**src/psw_pkg.sv**
```systemverilog
/*
 * Constants, field layout and command codes for the processor status word
 * block. Assumes a single synchronous CPU clock and that the execution unit
 * issues at most one status-word command per cycle.
 */
// Notes on behaviour
// - Bits 15-14 hold current mode: 00 kernel, 01 supervisor, 11 user.
// - Mode changes by status-word write, vector load, or stacked-status restore.
// - Vector entry fetches status in kernel space; previous mode gets old current mode.
// - Return restore may only set current-mode bits, never clear them.
// - Return restore may only set previous-mode bits, never clear them.
// - Previous mode selects the address space for cross-space moves.
// - Bit 11 selects which general register bank serves registers zero to five.
// - Bits 7-5 hold one of eight processor priority levels.
// - Bit 4 is the trace flag enabling the debugging trap.
// - Bits 3-0 hold condition codes of the last data operation.
// - On interrupt entry priority loads from the vector's status word, blocking equal or lower.
// - Accept interrupts above current priority; push context, load from vector.
// - Nested contexts resume last-in first-out through return-from-interrupt.
// - Requester supplies vector address; status read from kernel space there.
// - Status word is reachable by data transfer only in kernel space.
// - Mode change switches memory-management mapping to the new mode's set.
// - Software request register has one bit per level 1 to 7 and one fixed vector.
// - Software request register is writable only from kernel mode.
// - Set-priority takes one cycle and changes only the priority field.
// - Ordinary data writes leave the trace flag unchanged.
// - Data write to the status word loads condition codes with any value.
`default_nettype none
package psw_pkg;
    localparam int PSW_W = 16;
    localparam int CUR_HI = 15;
    localparam int CUR_LO = 14;
    localparam int PRV_HI = 13;
    localparam int PRV_LO = 12;
    localparam int RSET_B = 11;
    localparam int PRI_HI = 7;
    localparam int PRI_LO = 5;
    localparam int TRC_B = 4;
    localparam int CC_HI = 3;
    localparam int CC_LO = 0;
    localparam int LEVELS = 8;
    localparam logic [15:0] PSW_RESET = 16'h0000;
    localparam logic [15:0] PSW_USED_MASK = 16'hf8ff;
    localparam logic [15:0] SWI_VECTOR = 16'h00a0;
    localparam logic [15:0] SWI_USED_MASK = 16'hfe00;
    localparam logic [1:0] MODE_KERNEL = 2'h0;
    localparam logic [1:0] MODE_SUPER = 2'h1;
    localparam logic [1:0] MODE_USER = 2'h3;
    localparam logic [2:0] LVL_NONE = 3'h0;

    typedef enum logic [5:0] {
        PSW_CMD_NONE   = 6'h01,
        PSW_CMD_WRITE  = 6'h02,
        PSW_CMD_VECTOR = 6'h04,
        PSW_CMD_RETURN = 6'h08,
        PSW_CMD_SPL    = 6'h10,
        PSW_CMD_CC     = 6'h20
    } psw_cmd_t;
endpackage
`default_nettype wire

```
**src/psw_if.sv**
```systemverilog
/*
 * Carrier between the status word core and the interrupt arbiter.
 * Assumes both ends share the CPU clock.
 */
`default_nettype none
interface psw_arb_if;
    logic [2:0] cur_pri;
    logic [7:0] swi_req;
    logic grant;
    logic [2:0] grant_lvl;
    logic grant_swi;
    logic [15:0] grant_vec;
    modport core (output cur_pri, output swi_req, input grant, input grant_lvl, input grant_swi, input grant_vec);
    modport arb (input cur_pri, input swi_req, output grant, output grant_lvl, output grant_swi, output grant_vec);
endinterface
`default_nettype wire

```
**src/psw_arb.sv**
```systemverilog
/*
 * Priority arbiter: picks the highest pending level, device or software,
 * that lies above the processor priority. Assumes device requests are
 * synchronous levels with a vector per level.
 */
`default_nettype none
module psw_arb
    import psw_pkg::*;
#(
    parameter int N_LVL = LEVELS
) (
    psw_arb_if.arb bus,
    input wire logic [N_LVL-1:0] dev_req,
    input wire logic [N_LVL*16-1:0] dev_vec
);
    logic [N_LVL-1:0] any_req;
    logic [N_LVL-1:0] above;
    logic [2:0] best;
    logic found;
    genvar g;
    generate
        for (g = 0; g < N_LVL; g++) begin : g_lvl
            assign any_req[g] = dev_req[g] | bus.swi_req[g];
            assign above[g] = any_req[g] && (3'(g) > bus.cur_pri);
        end
    endgenerate
    always_comb begin
        best = LVL_NONE;
        found = 1'b0;
        for (int i = 0; i < N_LVL; i++) begin
            if (above[i]) begin
                best = 3'(i);
                found = 1'b1;
            end
        end
    end
    // Device requests win a tie since their handlers expect their own vector
    assign bus.grant = found;
    assign bus.grant_lvl = best;
    assign bus.grant_swi = found && !dev_req[best];
    assign bus.grant_vec = bus.grant_swi ? SWI_VECTOR : dev_vec[best*16 +: 16];
endmodule
`default_nettype wire

```
**src/psw_swi.sv**
```systemverilog
/*
 * Software interrupt request register: one request bit per level 1..7.
 * Readback mirrors the highest pending level in bits 7-5 and 3-1.
 * Assumes kernel mode is qualified by the caller.
 */
`default_nettype none
module psw_swi
    import psw_pkg::*;
(
    input wire logic clk,
    input wire logic rst,
    input wire logic wr_en,
    input wire logic [15:0] wr_data,
    input wire logic clr_en,
    input wire logic [2:0] clr_lvl,
    output logic [7:0] req,
    output logic [15:0] rd_data
);
    logic [7:0] req_reg;
    logic [7:0] req_next;
    logic [2:0] top;
    always_comb begin
        req_next = req_reg;
        if (clr_en) begin
            req_next[clr_lvl] = 1'b0;
        end
        if (wr_en) begin
            req_next = {wr_data[15:9], 1'b0};
        end
    end
    always_ff @(posedge clk) begin
        if (rst) begin
            req_reg <= 8'h00;
        end else begin
            req_reg <= req_next;
        end
    end
    always_comb begin
        top = LVL_NONE;
        for (int i = 1; i < LEVELS; i++) begin
            if (req_reg[i]) begin
                top = 3'(i);
            end
        end
    end
    assign req = req_reg;
    assign rd_data = {req_reg[7:1], 1'b0, top, 1'b0, top, 1'b0};
endmodule
`default_nettype wire

```
**src/psw_top.sv**
```systemverilog
/*
 * Processor status word logic: holds the status word, applies the
 * command issued by the execution unit, arbitrates interrupts and holds
 * the software request register. Assumes the execution unit sequences
 * stacking and vector fetches and reports results as commands.
 */
`default_nettype none
module psw_top
    import psw_pkg::*;
#(
    parameter int N_LVL = LEVELS
) (
    // Clock and reset
    input wire logic CLK_SYS_I,
    input wire logic RST_I,
    // Command from the execution unit
    input wire logic [5:0] CMD_I,
    input wire logic [15:0] CMD_DATA_I,
    input wire logic [2:0] CMD_LVL_I,
    input wire logic [3:0] CC_I,
    input wire logic DATA_KERNEL_I,
    // Software request register access
    input wire logic SWI_WR_I,
    input wire logic [15:0] SWI_DATA_I,
    output logic [15:0] SWI_RD_O,
    // Interrupting devices
    input wire logic [N_LVL-1:0] DEV_REQ_I,
    input wire logic [N_LVL*16-1:0] DEV_VEC_I,
    input wire logic INT_ACK_I,
    output logic INT_PEND_O,
    output logic [2:0] INT_LVL_O,
    output logic [15:0] INT_VEC_O,
    output logic INT_SWI_O,
    // Status word and decoded fields
    output logic [15:0] PSW_O,
    output logic [1:0] CUR_MODE_O,
    output logic [1:0] PREV_MODE_O,
    output logic [1:0] MAP_SEL_O,
    output logic [1:0] XSPACE_MODE_O,
    output logic VEC_KERNEL_O,
    output logic REG_BANK_O,
    output logic [2:0] PRIORITY_O,
    output logic TRACE_O,
    output logic [3:0] CC_O,
    output logic MODE_CHANGED_O
);
    // ==========================================================
    // Command decode
    // ==========================================================
    psw_cmd_t cmd;
    logic [15:0] psw_reg;
    logic [15:0] psw_next;
    logic mode_chg_reg;
    logic is_kernel;
    logic wr_ok;
    logic do_write;
    logic do_vector;
    logic do_return;
    logic do_spl;
    logic do_cc;
    logic [15:0] wdat;

    assign cmd = psw_cmd_t'(CMD_I);
    assign is_kernel = psw_reg[CUR_HI:CUR_LO] == MODE_KERNEL;
    assign wr_ok = is_kernel && DATA_KERNEL_I;
    assign do_write = (cmd == PSW_CMD_WRITE) && wr_ok;
    assign do_vector = cmd == PSW_CMD_VECTOR;
    assign do_return = cmd == PSW_CMD_RETURN;
    assign do_spl = (cmd == PSW_CMD_SPL) && is_kernel;
    assign do_cc = cmd == PSW_CMD_CC;
    assign wdat = CMD_DATA_I & PSW_USED_MASK;

    // ==========================================================
    // Next status word
    // ==========================================================
    function automatic logic [15:0] psw_update(
        input logic [15:0] cur,
        input logic [15:0] d,
        input logic wr,
        input logic vec,
        input logic ret,
        input logic set_priority_instruction,
        input logic cc,
        input logic [2:0] lvl,
        input logic [3:0] ccv
    );
        logic [15:0] n;
        n = cur;
        if (vec) begin
            n = d;
            n[PRV_HI:PRV_LO] = cur[CUR_HI:CUR_LO];
        end else if (ret) begin
            n = d;
            n[CUR_HI:CUR_LO] = cur[CUR_HI:CUR_LO] | d[CUR_HI:CUR_LO];
            n[PRV_HI:PRV_LO] = cur[PRV_HI:PRV_LO] | d[PRV_HI:PRV_LO];
        end else if (wr) begin
            n = d;
            n[TRC_B] = cur[TRC_B];
        end else if (set_priority_instruction) begin
            n[PRI_HI:PRI_LO] = lvl;
        end else if (cc) begin
            n[CC_HI:CC_LO] = ccv;
        end
        return n & PSW_USED_MASK;
    endfunction

    assign psw_next = psw_update(psw_reg, wdat, do_write, do_vector, do_return,
                                 do_spl, do_cc, CMD_LVL_I, CC_I);

    always_ff @(posedge CLK_SYS_I) begin
        if (RST_I) begin
            psw_reg <= PSW_RESET;
            mode_chg_reg <= 1'b0;
        end else begin
            psw_reg <= psw_next;
            mode_chg_reg <= psw_next[CUR_HI:CUR_LO] != psw_reg[CUR_HI:CUR_LO];
        end
    end

    // ==========================================================
    // Interrupt arbitration and software requests
    // ==========================================================
    psw_arb_if arb_bus ();
    logic swi_clr;

    assign arb_bus.cur_pri = psw_reg[PRI_HI:PRI_LO];
    // Honoring a software request retires its bit; a new kernel write still lands
    assign swi_clr = INT_ACK_I && arb_bus.grant && arb_bus.grant_swi;

    psw_arb #(
        .N_LVL(N_LVL)
    ) u_arb (
        .bus(arb_bus.arb),
        .dev_req(DEV_REQ_I),
        .dev_vec(DEV_VEC_I)
    );

    psw_swi u_swi (
        .clk(CLK_SYS_I),
        .rst(RST_I),
        .wr_en(SWI_WR_I && wr_ok),
        .wr_data(SWI_DATA_I),
        .clr_en(swi_clr),
        .clr_lvl(arb_bus.grant_lvl),
        .req(arb_bus.swi_req),
        .rd_data(SWI_RD_O)
    );

    // ==========================================================
    // Outputs
    // ==========================================================
    assign INT_PEND_O = arb_bus.grant;
    assign INT_LVL_O = arb_bus.grant_lvl;
    assign INT_VEC_O = arb_bus.grant_vec;
    assign INT_SWI_O = arb_bus.grant_swi;
    assign PSW_O = psw_reg;
    assign CUR_MODE_O = psw_reg[CUR_HI:CUR_LO];
    assign PREV_MODE_O = psw_reg[PRV_HI:PRV_LO];
    assign MAP_SEL_O = psw_reg[CUR_HI:CUR_LO];
    assign XSPACE_MODE_O = psw_reg[PRV_HI:PRV_LO];
    // Vector fetches always go through kernel mapping
    assign VEC_KERNEL_O = 1'b1;
    assign REG_BANK_O = psw_reg[RSET_B];
    assign PRIORITY_O = psw_reg[PRI_HI:PRI_LO];
    assign TRACE_O = psw_reg[TRC_B];
    assign CC_O = psw_reg[CC_HI:CC_LO];
    assign MODE_CHANGED_O = mode_chg_reg;
endmodule
`default_nettype wire

```
**config.mk**
```make
export PLATFORM = sky130hd
export DESIGN_NAME = psw_top
export DESIGN_NICKNAME = d
export VERILOG_FILES = /design/src/psw_pkg.sv /design/src/psw_if.sv /design/src/psw_arb.sv /design/src/psw_swi.sv /design/src/psw_top.sv
export SDC_FILE = /design/constraint.sdc
export NUM_CORES = 1
export LEC_CHECK = 0
export BUFFER_PORTS_ARGS = -buffer_cell sky130_fd_sc_hd__buf_2
export CORE_AREA = 2 2 100 102
export CTS_CLUSTER_DIAMETER = 40
export DETAILED_ROUTE_END_ITERATION = 10
export DIE_AREA = 0 0 102 104
export PLACE_DENSITY = 0.67
export SETUP_SLACK_MARGIN = 0.05
export SLEW_MARGIN = 20
export SYNTH_ARGS = -nofsm -noshare
export SYNTH_HDL_FRONTEND = slang
export SYNTH_HIERARCHICAL = 1
export SYNTH_SLANG_ARGS = --single-unit
```
**constraint.sdc**
```tcl
create_clock -name CLK_SYS_I -period 3.82 [get_ports CLK_SYS_I]
set_input_delay 0.191 -clock CLK_SYS_I [delete_from_list [all_inputs] [get_ports CLK_SYS_I]]
set_output_delay 0.191 -clock CLK_SYS_I [all_outputs]
set_load 0.05 [all_outputs]
```
After elaboration in Yosys (flattened, before gate mapping)
Index checks and enable logic that the tools add are counted.
{"block": "totals", "register_bits": 25, "inputBits": 186, "out_inout_bits": 72, "word_cells": 101}
{"block": "classes", "n_lt_le_gt_ge": 10, "n_eq_ne": 7, "n_shift": 1, "muxes": 37, "bitwise": 12, "reduce_logical": 25}
{"op": "128-bit by 8-bit indexed part select with 16-bit output", "n": 1}
{"op": "16-bit 2-to-1 mux", "n": 3}
{"op": "3-bit 2-to-1 mux", "n": 10}
{"op": "8-bit 2-to-1 mux", "n": 3}
{"op": "1-bit logical AND", "n": 16}
{"op": "3-bit greater-than comparator (first input constant)", "n": 4}
{"op": "1-bit 2-to-1 mux", "n": 12}
{"op": "4-bit 2-to-1 mux", "n": 3}
{"op": "8-bit bitwise AND", "n": 1}
{"op": "2-bit 2-to-1 mux", "n": 4}
{"op": "8-bit inverter", "n": 1}
{"op": "1-bit bitwise OR", "n": 8}
{"op": "4-bit nonzero test", "n": 2}
{"op": "6-bit by 2-bit == test with 1-bit output (second input constant)", "n": 1}
{"op": "6-bit by 3-bit == test with 1-bit output (second input constant)", "n": 1}
{"op": "6-bit by 4-bit == test with 1-bit output (second input constant)", "n": 1}
{"op": "6-bit by 5-bit == test with 1-bit output (second input constant)", "n": 1}
{"op": "6-bit == test (second input constant)", "n": 1}
{"op": "1-bit by 3-bit greater-than comparator with 1-bit output (first input constant)", "n": 2}
{"op": "2-bit by 3-bit greater-than comparator with 1-bit output (first input constant)", "n": 2}
{"op": "3-bit by 4-bit less-than comparator with 1-bit output (second input constant)", "n": 1}
{"op": "4-bit inequality test (second input constant)", "n": 1}
{"op": "2-bit bitwise OR", "n": 2}
{"op": "2-bit nonzero test", "n": 2}
{"op": "9 further kinds", "n": 9}

Logic depth before layout (Yosys ltp)
Gate-level depths: netlist of run 1.
{"block": "depth", "ltp_word": 17, "ltp_mapped": 13, "mapped_depth_nobuf": 10}

Hierarchy
Netlist of run 1, hierarchy kept.
{"mod": "psw_arb", "n_inst": 1, "cells_each": 223, "area_per_inst_um2": 1432.6, "seq_area_each_um2": 0.0}
{"mod": "psw_top", "n_inst": 1, "cells_each": 107, "area_per_inst_um2": 895.9, "seq_area_each_um2": 280.3}
{"mod": "psw_swi", "n_inst": 1, "cells_each": 63, "area_per_inst_um2": 479.2, "seq_area_each_um2": 160.2}

Least setup slack after synthesis of run 1
No wires, ideal clock.
{"block": "synth_path", "path_type": "register to output", "from": "register u_swi.req_reg[6], in the netlist u_swi/req[6]", "to": "output port INT_VEC_O[0]", "arrival_ns": 3.505, "required_ns": 3.629, "setup_slack_ns": 0.124, "stages_incl_launch_ff": 9, "path_buffers": 2, "path_cell_list": "dfxtp_1 buf_4 a2bb2oi_2 nor2_1 nand3_1 nand2b_1 clkbuf_1 o22ai_1 a311oi_1"}
{"block": "synth_between", "elab_chain_cells": 9, "elab_cells_between_ends": 12}
{"item": "from (decl)", "line": "psw_swi.sv:19", "rtl": "logic [7:0] req_reg;"}
{"item": "from (signal assigned)", "line": "psw_swi.sv:35", "rtl": "req_reg <= req_next;"}
{"item": "1-bit bitwise OR *", "line": "psw_arb.sv:23", "rtl": "assign any_req[g] = dev_req[g] | bus.swi_req[g];"}
{"item": "1-bit logical AND *", "line": "psw_arb.sv:24", "rtl": "assign above[g] = any_req[g] && (3'(g) > bus.cur_pri);"}
{"item": "3-bit 2-to-1 mux * (2 in a row)", "line": "psw_arb.sv:31", "rtl": "if (above[i]) begin"}
{"item": "via INT_LVL_O[2]", "line": "psw_top.sv:31", "rtl": "output logic [2:0] INT_LVL_O,"}
{"item": "parallel branches: the longest is 4 deep, another holds 128-bit by 8-bit indexed part select with 16-bit output"}
{"item": "16-bit 2-to-1 mux *", "line": "psw_arb.sv:41", "rtl": "assign bus.grant_vec = bus.grant_swi ? SWI_VECTOR : dev_vec[best*16 +: 16];"}
{"item": "to (decl)", "line": "psw_top.sv:32", "rtl": "output logic [15:0] INT_VEC_O,"}
Mark *: on every way through the listed nets, which the timed path passes. The select of a mux whose other input is x is not followed.

Worst setup path after layout of run 1
{"block": "layout_path", "from": "register u_swi.req_reg[6], in the netlist u_swi/req[6]", "to": "output port INT_VEC_O[2]"}
{"block": "layout_between", "elab_chain_cells": 9, "elab_cells_between_ends": 12}
{"item": "1-bit bitwise OR *", "line": "psw_arb.sv:23"}
{"item": "1-bit logical AND *", "line": "psw_arb.sv:24"}
{"item": "parallel branches: the longest is 6 deep, another holds 128-bit by 8-bit indexed part select with 16-bit output"}
{"item": "16-bit 2-to-1 mux *", "line": "psw_arb.sv:41"}
Mark *: on every way between the ends. The select of a mux whose other input is x is not followed.

==> results.json, run 1 <==
{
  "status": "completed",
  "place_congestion": 0.8735,
  "required_ns": 3.63,
  "drive_gt1_share_pct": 47.23,
  "worstHoldPathType": "in -> reg",
  "min_path_cells": 3,
  "dpl.hpwl_um": 9002,
  "avgSynthCellArea_um2": 7.109,
  "path_depth": 7,
  "die_width_um": 102,
  "hold_slack_ns": 0.1747,
  "tightestPinTransition_ns": 0.7135,
  "first_pass_iters": 5,
  "path_buf_inv": 1,
  "relSlewSlack_pct": 52.44,
  "cts-root-buf": "clkbuf_8",
  "worstPathCellList": "a2bb2oi_2, nor2_1, nand3_1, nand2b_1, o22ai_1, a311oi_1, buf_2",
  "htreeDepth": 1,
  "clk_pin_slew_worst_paths_ns": 0.07,
  "drt_iter0_drc": 189,
  "setup_viol": 0,
  "antenna_left": 0,
  "ir_drop_uv": 264.9,
  "switchingPower_w": 0.0004787,
  "fmax_mhz": 308.1,
  "nNetsFinal": 765,
  "grt_overflow": 0,
  "share_comb_of_total_power_pct": 60.8,
  "die_h_um": 104,
  "switching_share_pct": 49.15,
  "critPathSlowestCell": "nand2b_1",
  "crit_fanout": 17,
  "routed_wl_um": 11060,
  "rsz0062_at_grt": "no",
  "p_clk_share_pct": 14.7,
  "final_max_slew_viol_count": 0,
  "post_cts_buffers": 0,
  "wl_per_cell_um": 15.56,
  "power_density_mw_per_mm2": 256.2,
  "grt_pass1_wl_um": 16480,
  "r2r-end": "u_swi/req[1]",
  "via_per_inst": 5.117,
  "antenna_found_initial": 3,
  "critPathMaxStageDelay_ns": 0.63,
  "rr_worst_depth": 9,
  "yosysWarnings": 6,
  "startpoint_type": "register",
  "r2r-start": "PSW_O[7]",
  "largest_register_ffs": 13,
  "r2r_slack_ns": 0.60,
  "initial_core_util_pct": 29.04,
  "syn-cell-area_mm2": 0.002773,
  "end_kind": "output port",
  "fin_crit_ns": 3.246,
  "portBuffers": 237,
  "grt_max_degree": 55,
  "clkSinkCount": 21,
  "period_share_pct": 84.97,
  "worstPathArrival_ns": 3.05,
  "cts_buffer_depth": 2,
  "diodes": 0,
  "crit_type": "reg -> out",
  "post_cts_resized": 0,
  "hold_violations": 0,
  "cp_top_family": "simple AND/OR/NAND/NOR gates",
  "clk_latency_ns": 0.25,
  "grt_use_total_pct": 18.97,
  "drv_cap": 0,
  "hold_path_end": "u_swi/req[1]",
  "final.setup.tns_ns": 0,
  "grt_pass1_vias": 3414,
  "final.setup_skew_ns": 0.003287,
  "num_vias": 3638,
  "row_count": 36,
  "coreArea_mm2": 0.009549,
  "areaGrowthSynthToFinish_pct": 37.09,
  "io_pins": 258,
  "power_frac_seq_pct": 24.5,
  "drc": 0,
  "numCtsBuffers": 3,
  "die_area_mm2": 0.01061,
  "leakage_nw": 1.889,
  "synthCells": 390,
  "cts_tree": "built",
  "hold_buffers": 0,
  "hold_start": "SWI_DATA_I[9]",
  "p_int_w": 0.0004952
}
[cell usage in the layout, fill, tap and decap left out, drive strengths merged, types with 4 or more instances in the layout]
cell type  instances
dfxtp             21
clkbuf             4
nand3              8
o311ai             6
buf              242
a211oi             7
a311oi            14
o22ai             28
mux2              16
a21oi             18
o21ai              8
nor2              46
nand2b             5
nor3              33
inv                7
nand2             57
mux2i              9
conb               7
[worst max-delay path by stage]
stage	startpoint	to	slack, ns
3_3_place_gp	PSW_O[6]	u_swi/req[1]	0.74
5_1_grt	PSW_O[7]	u_swi/req[1]	0.25
2_1_floorplan	u_swi/req[6]	INT_VEC_O[0]	0.14
3_5_place_dp	PSW_O[7]	u_swi/req[1]	0.62
6_report	u_swi/req[6]	INT_VEC_O[2]	0.57
4_1_cts	PSW_O[7]	INT_VEC_O[2]	0.49
[worst register-to-register path: stages, from the launching register on]
cell	delay [ns]
dfxtp_1	0.60
nand3_1	0.25
nand2_1	0.20
nand3_1	0.31
or4_1	0.65
nand3_4	0.28
and3_1	0.25
nand2_1	0.12
o311ai_0	0.31
a21oi_1	0.11
[layout make-up]
| cell class | count | area [um^2] |
|---|---|---|
| clock buffer | 4 | 45.04 |
| fill | 1043 | 5748 |
| inverter | 7 | 33.78 |
| multi-input combinational | 304 | 1912 |
| sequential | 21 | 420.4 |
| tap | 133 | 166.4 |
| timing repair buffer | 242 | 1224 |
[per-stage QoR]
| stage | instance area [um^2] | setup slack [ns] | utilization, % | power (W) | cells |
|---|---|---|---|---|---|
| CTS | 3801 | 0.4896 | 39.81 | 0.0009777 | 711 |
| global route | 3801 | 0.2500 | 39.81 | 0.001028 | 711 |
| global placement | 3756 | 0.7419 | 39.33 | 0.0008277 | 707 |
| floorplan | 2788 | 0.1427 | - | 0.0006817 | 394 |
| detailed placement | 3756 | 0.6191 | 39.33 | 0.0008335 | 707 |
| finish | 3801 | 0.5743 | 39.81 | 0.0009738 | 711 |
[layer usage]
metal | global-route usage (%) | share of wire, %
met5 | 0 | 0.41
met4 | 5.333 | 2.1
met3 | 3.226 | 9.2
met2 | 34.49 | 49
met1 | 22.41 | 39
[power by group through the flow]
stage,Sequential [W],Clock [W],Combinational [W]
final,0.000239,0.000143,0.000592
after global placement,0.000243,0,0.000585
after floorplan,0.000264,0,0.000418
after CTS,0.000239,0.000148,0.000591
after detailed placement,0.000244,0,0.000590
after global routing,0.000240,0.000160,0.000628
No activity file was read; power rests on OpenSTA's default activity.
==> inputs of run 2 (changes only) <==
--- a/config.mk
+++ b/config.mk
@@ -6,11 +6,11 @@
 export NUM_CORES = 1
 export LEC_CHECK = 0
 export BUFFER_PORTS_ARGS = -buffer_cell sky130_fd_sc_hd__buf_2
-export CORE_AREA = 2 2 100 102
+export CORE_AREA = 2 2 101 103
 export CTS_CLUSTER_DIAMETER = 40
 export DETAILED_ROUTE_END_ITERATION = 10
-export DIE_AREA = 0 0 102 104
-export PLACE_DENSITY = 0.67
+export DIE_AREA = 0 0 103 105
+export PLACE_DENSITY = 0.69
 export SETUP_SLACK_MARGIN = 0.05
 export SLEW_MARGIN = 20
 export SYNTH_ARGS = -nofsm -noshare
==> constraint.sdc (replaced) <==
create_clock -name CLK_SYS_I -period 2.7 [get_ports CLK_SYS_I]
set_input_delay 0.135 -clock CLK_SYS_I [delete_from_list [all_inputs] [get_ports CLK_SYS_I]]
set_output_delay 0.135 -clock CLK_SYS_I [all_outputs]
set_load 0.05 [all_outputs]
==> results.json, run 2 (synthesis results as in run 1) <==
{
  "antenna_left": 0,
  "power_w": 0.001564,
  "grt_use_total_pct": 19.98,
  "first_pass_iters": 4,
  "met1_usage_pct": 23.43,
  "hold_violations": 0,
  "r2r-start": "PSW_O[6]",
  "die_width_um": 103,
  "coreArea_mm2": 0.009639,
  "post-route-util_pct": 45.78,
  "via_per_inst": 5.155,
  "required_ns": 2.57,
  "top_usage_layer": "met2",
  "grt_pass1_wl_um": 17170,
  "endpoint": "INT_VEC_O[9]",
  "relSlewSlack_pct": 64.34,
  "use_met2_pct": 36.87,
  "drt_iter0_drc": 200,
  "htreeDepth": 1,
  "portBuffers": 237,
  "clkSinkCount": 21,
  "place_congestion": 0.9484,
  "die_area_mm2": 0.01082,
  "initial_core_util_pct": 28.76,
  "r2r-end": "u_swi/req[2]",
  "status": "completed",
  "antenna_found_initial": 1,
  "num_vias": 3763,
  "dpl.hpwl_um": 9572,
  "cts_tree": "built",
  "startpoint_type": "register",
  "final_max_slew_viol_count": 0,
  "row_count": 36,
  "setup_viol": 0,
  "fmax_mhz": 377.3,
  "nNetsFinal": 783,
  "areaGrowthSynthToFinish_pct": 59.16,
  "clk_latency_ns": 0.26,
  "io_pins": 258,
  "die_h_um": 105,
  "tightestPinTransition_ns": 0.5349,
  "drive_gt1_share_pct": 55.37,
  "grt_overflow": 0,
  "worstPathArrival_ns": 2.52,
  "crit_type": "reg -> out",
  "final_common_cell": "buf_2",
  "grt_max_degree": 38,
  "fin_crit_ns": 2.651,
  "placed_cell_area_mm2": 0.004094,
  "period_share_pct": 98.17,
  "final.setup.tns_ns": 0,
  "place_inst": 718,
  "largest_register_ffs": 13,
  "r2r_slack_ns": 0.25,
  "power_density_mw_per_mm2": 354.5,
  "crit_fanout": 8,
  "cts-root-buf": "clkbuf_8",
  "end_kind": "output port",
  "routed_wl_um": 12060,
  "grt_pass1_vias": 3462,
  "instances_no_fill": 730,
  "numCtsBuffers": 3,
  "cts_buffer_depth": 2,
  "clk_pin_slew_worst_paths_ns": 0.08,
  "grt_use_met3_pct": 3.010,
  "drv_cap": 0,
  "fin_area_mm2": 0.004413,
  "rsz0062_at_grt": "yes",
  "drc": 0,
  "leakage_nw": 2.076,
  "final_cell_mix": "buf_2 (221), nand2_1 (54), nor2_1 (43)",
  "ir_drop_uv": 257.2,
  "final.setup_skew_ns": 0.003009,
  "worstHoldPathType": "in -> reg",
  "rr_worst_depth": 10,
  "crit_start": "PSW_O[7]",
  "wl_per_cell_um": 16.52
}
run 2: cell count changes in the layout (fill, tap and decap cells not counted), sizes merged:
cell,change
buf,+16
clkbuf,+2
diode,+1
run 2: stage by stage:
stage	setup slack (ns)	hold WS (ns)
after floorplan	-0.1188	0.2679
after global placement	0.1505	0.3703
after detailed placement	0.1015	0.3819
after CTS	0.01565	0.1018
after global routing	-0.01992	0.1147
final	0.04947	0.1085
run 2: repair_timing:
item / 4_1_cts / 5_1_grt
buffers inserted: 2 / 4
hold buffers: 0 / 0
endpoints found under the setup margin: 16 / 20
cloned: 0 / 1
gates resized for setup: 30 / 20
pin swaps: 1 / 2
run 2: power breakdown:
part           switching (W)  leakage, nW  internal (W)
clock network       0.000101       0.0228      0.000105
logic               0.000629         1.88      0.000394
registers          0.0000176        0.177      0.000317
run 2: worst min path at each step:
stage                   start            to  slack, ns  depth (start not counted)
5_1_grt        SWI_DATA_I[13]  u_swi/req[5]       0.11                          3
6_report        CMD_DATA_I[4]      PSW_O[4]       0.11                          3
4_1_cts         CMD_DATA_I[4]      PSW_O[4]       0.10                          3
3_3_place_gp    CMD_DATA_I[4]      PSW_O[4]       0.37                          3
2_1_floorplan   SWI_DATA_I[9]  u_swi/req[1]       0.27                          2
3_5_place_dp   SWI_DATA_I[12]  u_swi/req[4]       0.38                          3
run 2: layer usage:
| metal | up-vias | share of wire, % |
|---|---|---|
| met1 | 1731 | 39 |
| met4 | 0 | 2.0 |
| met3 | 22 | 8.5 |
| met5 | - | 0 |
| li1 | 1806 | - |
| met2 | 204 | 51 |
run 2: worst max-delay path: stages, from the launching register on:
cell       delay (ns)
dfxtp_4          0.38
nor3_4           0.19
o211ai_1         0.10
a211o_1          0.31
o311a_4          0.19
buf_6            0.15
mux2i_4          0.17
nand3_4          0.13
clkbuf_16        0.20
a311oi_4         0.23
buf_6            0.20
run 2: cell type report:
cell class / instances / area, um^2
fill: 996 / 5226
multi-input combinational: 304 / 2203
timing repair buffer: 260 / 1503
sequential: 21 / 450.4
tap: 133 / 166.4
clock buffer: 4 / 45.04
inverter: 7 / 42.54
antenna: 1 / 2.502
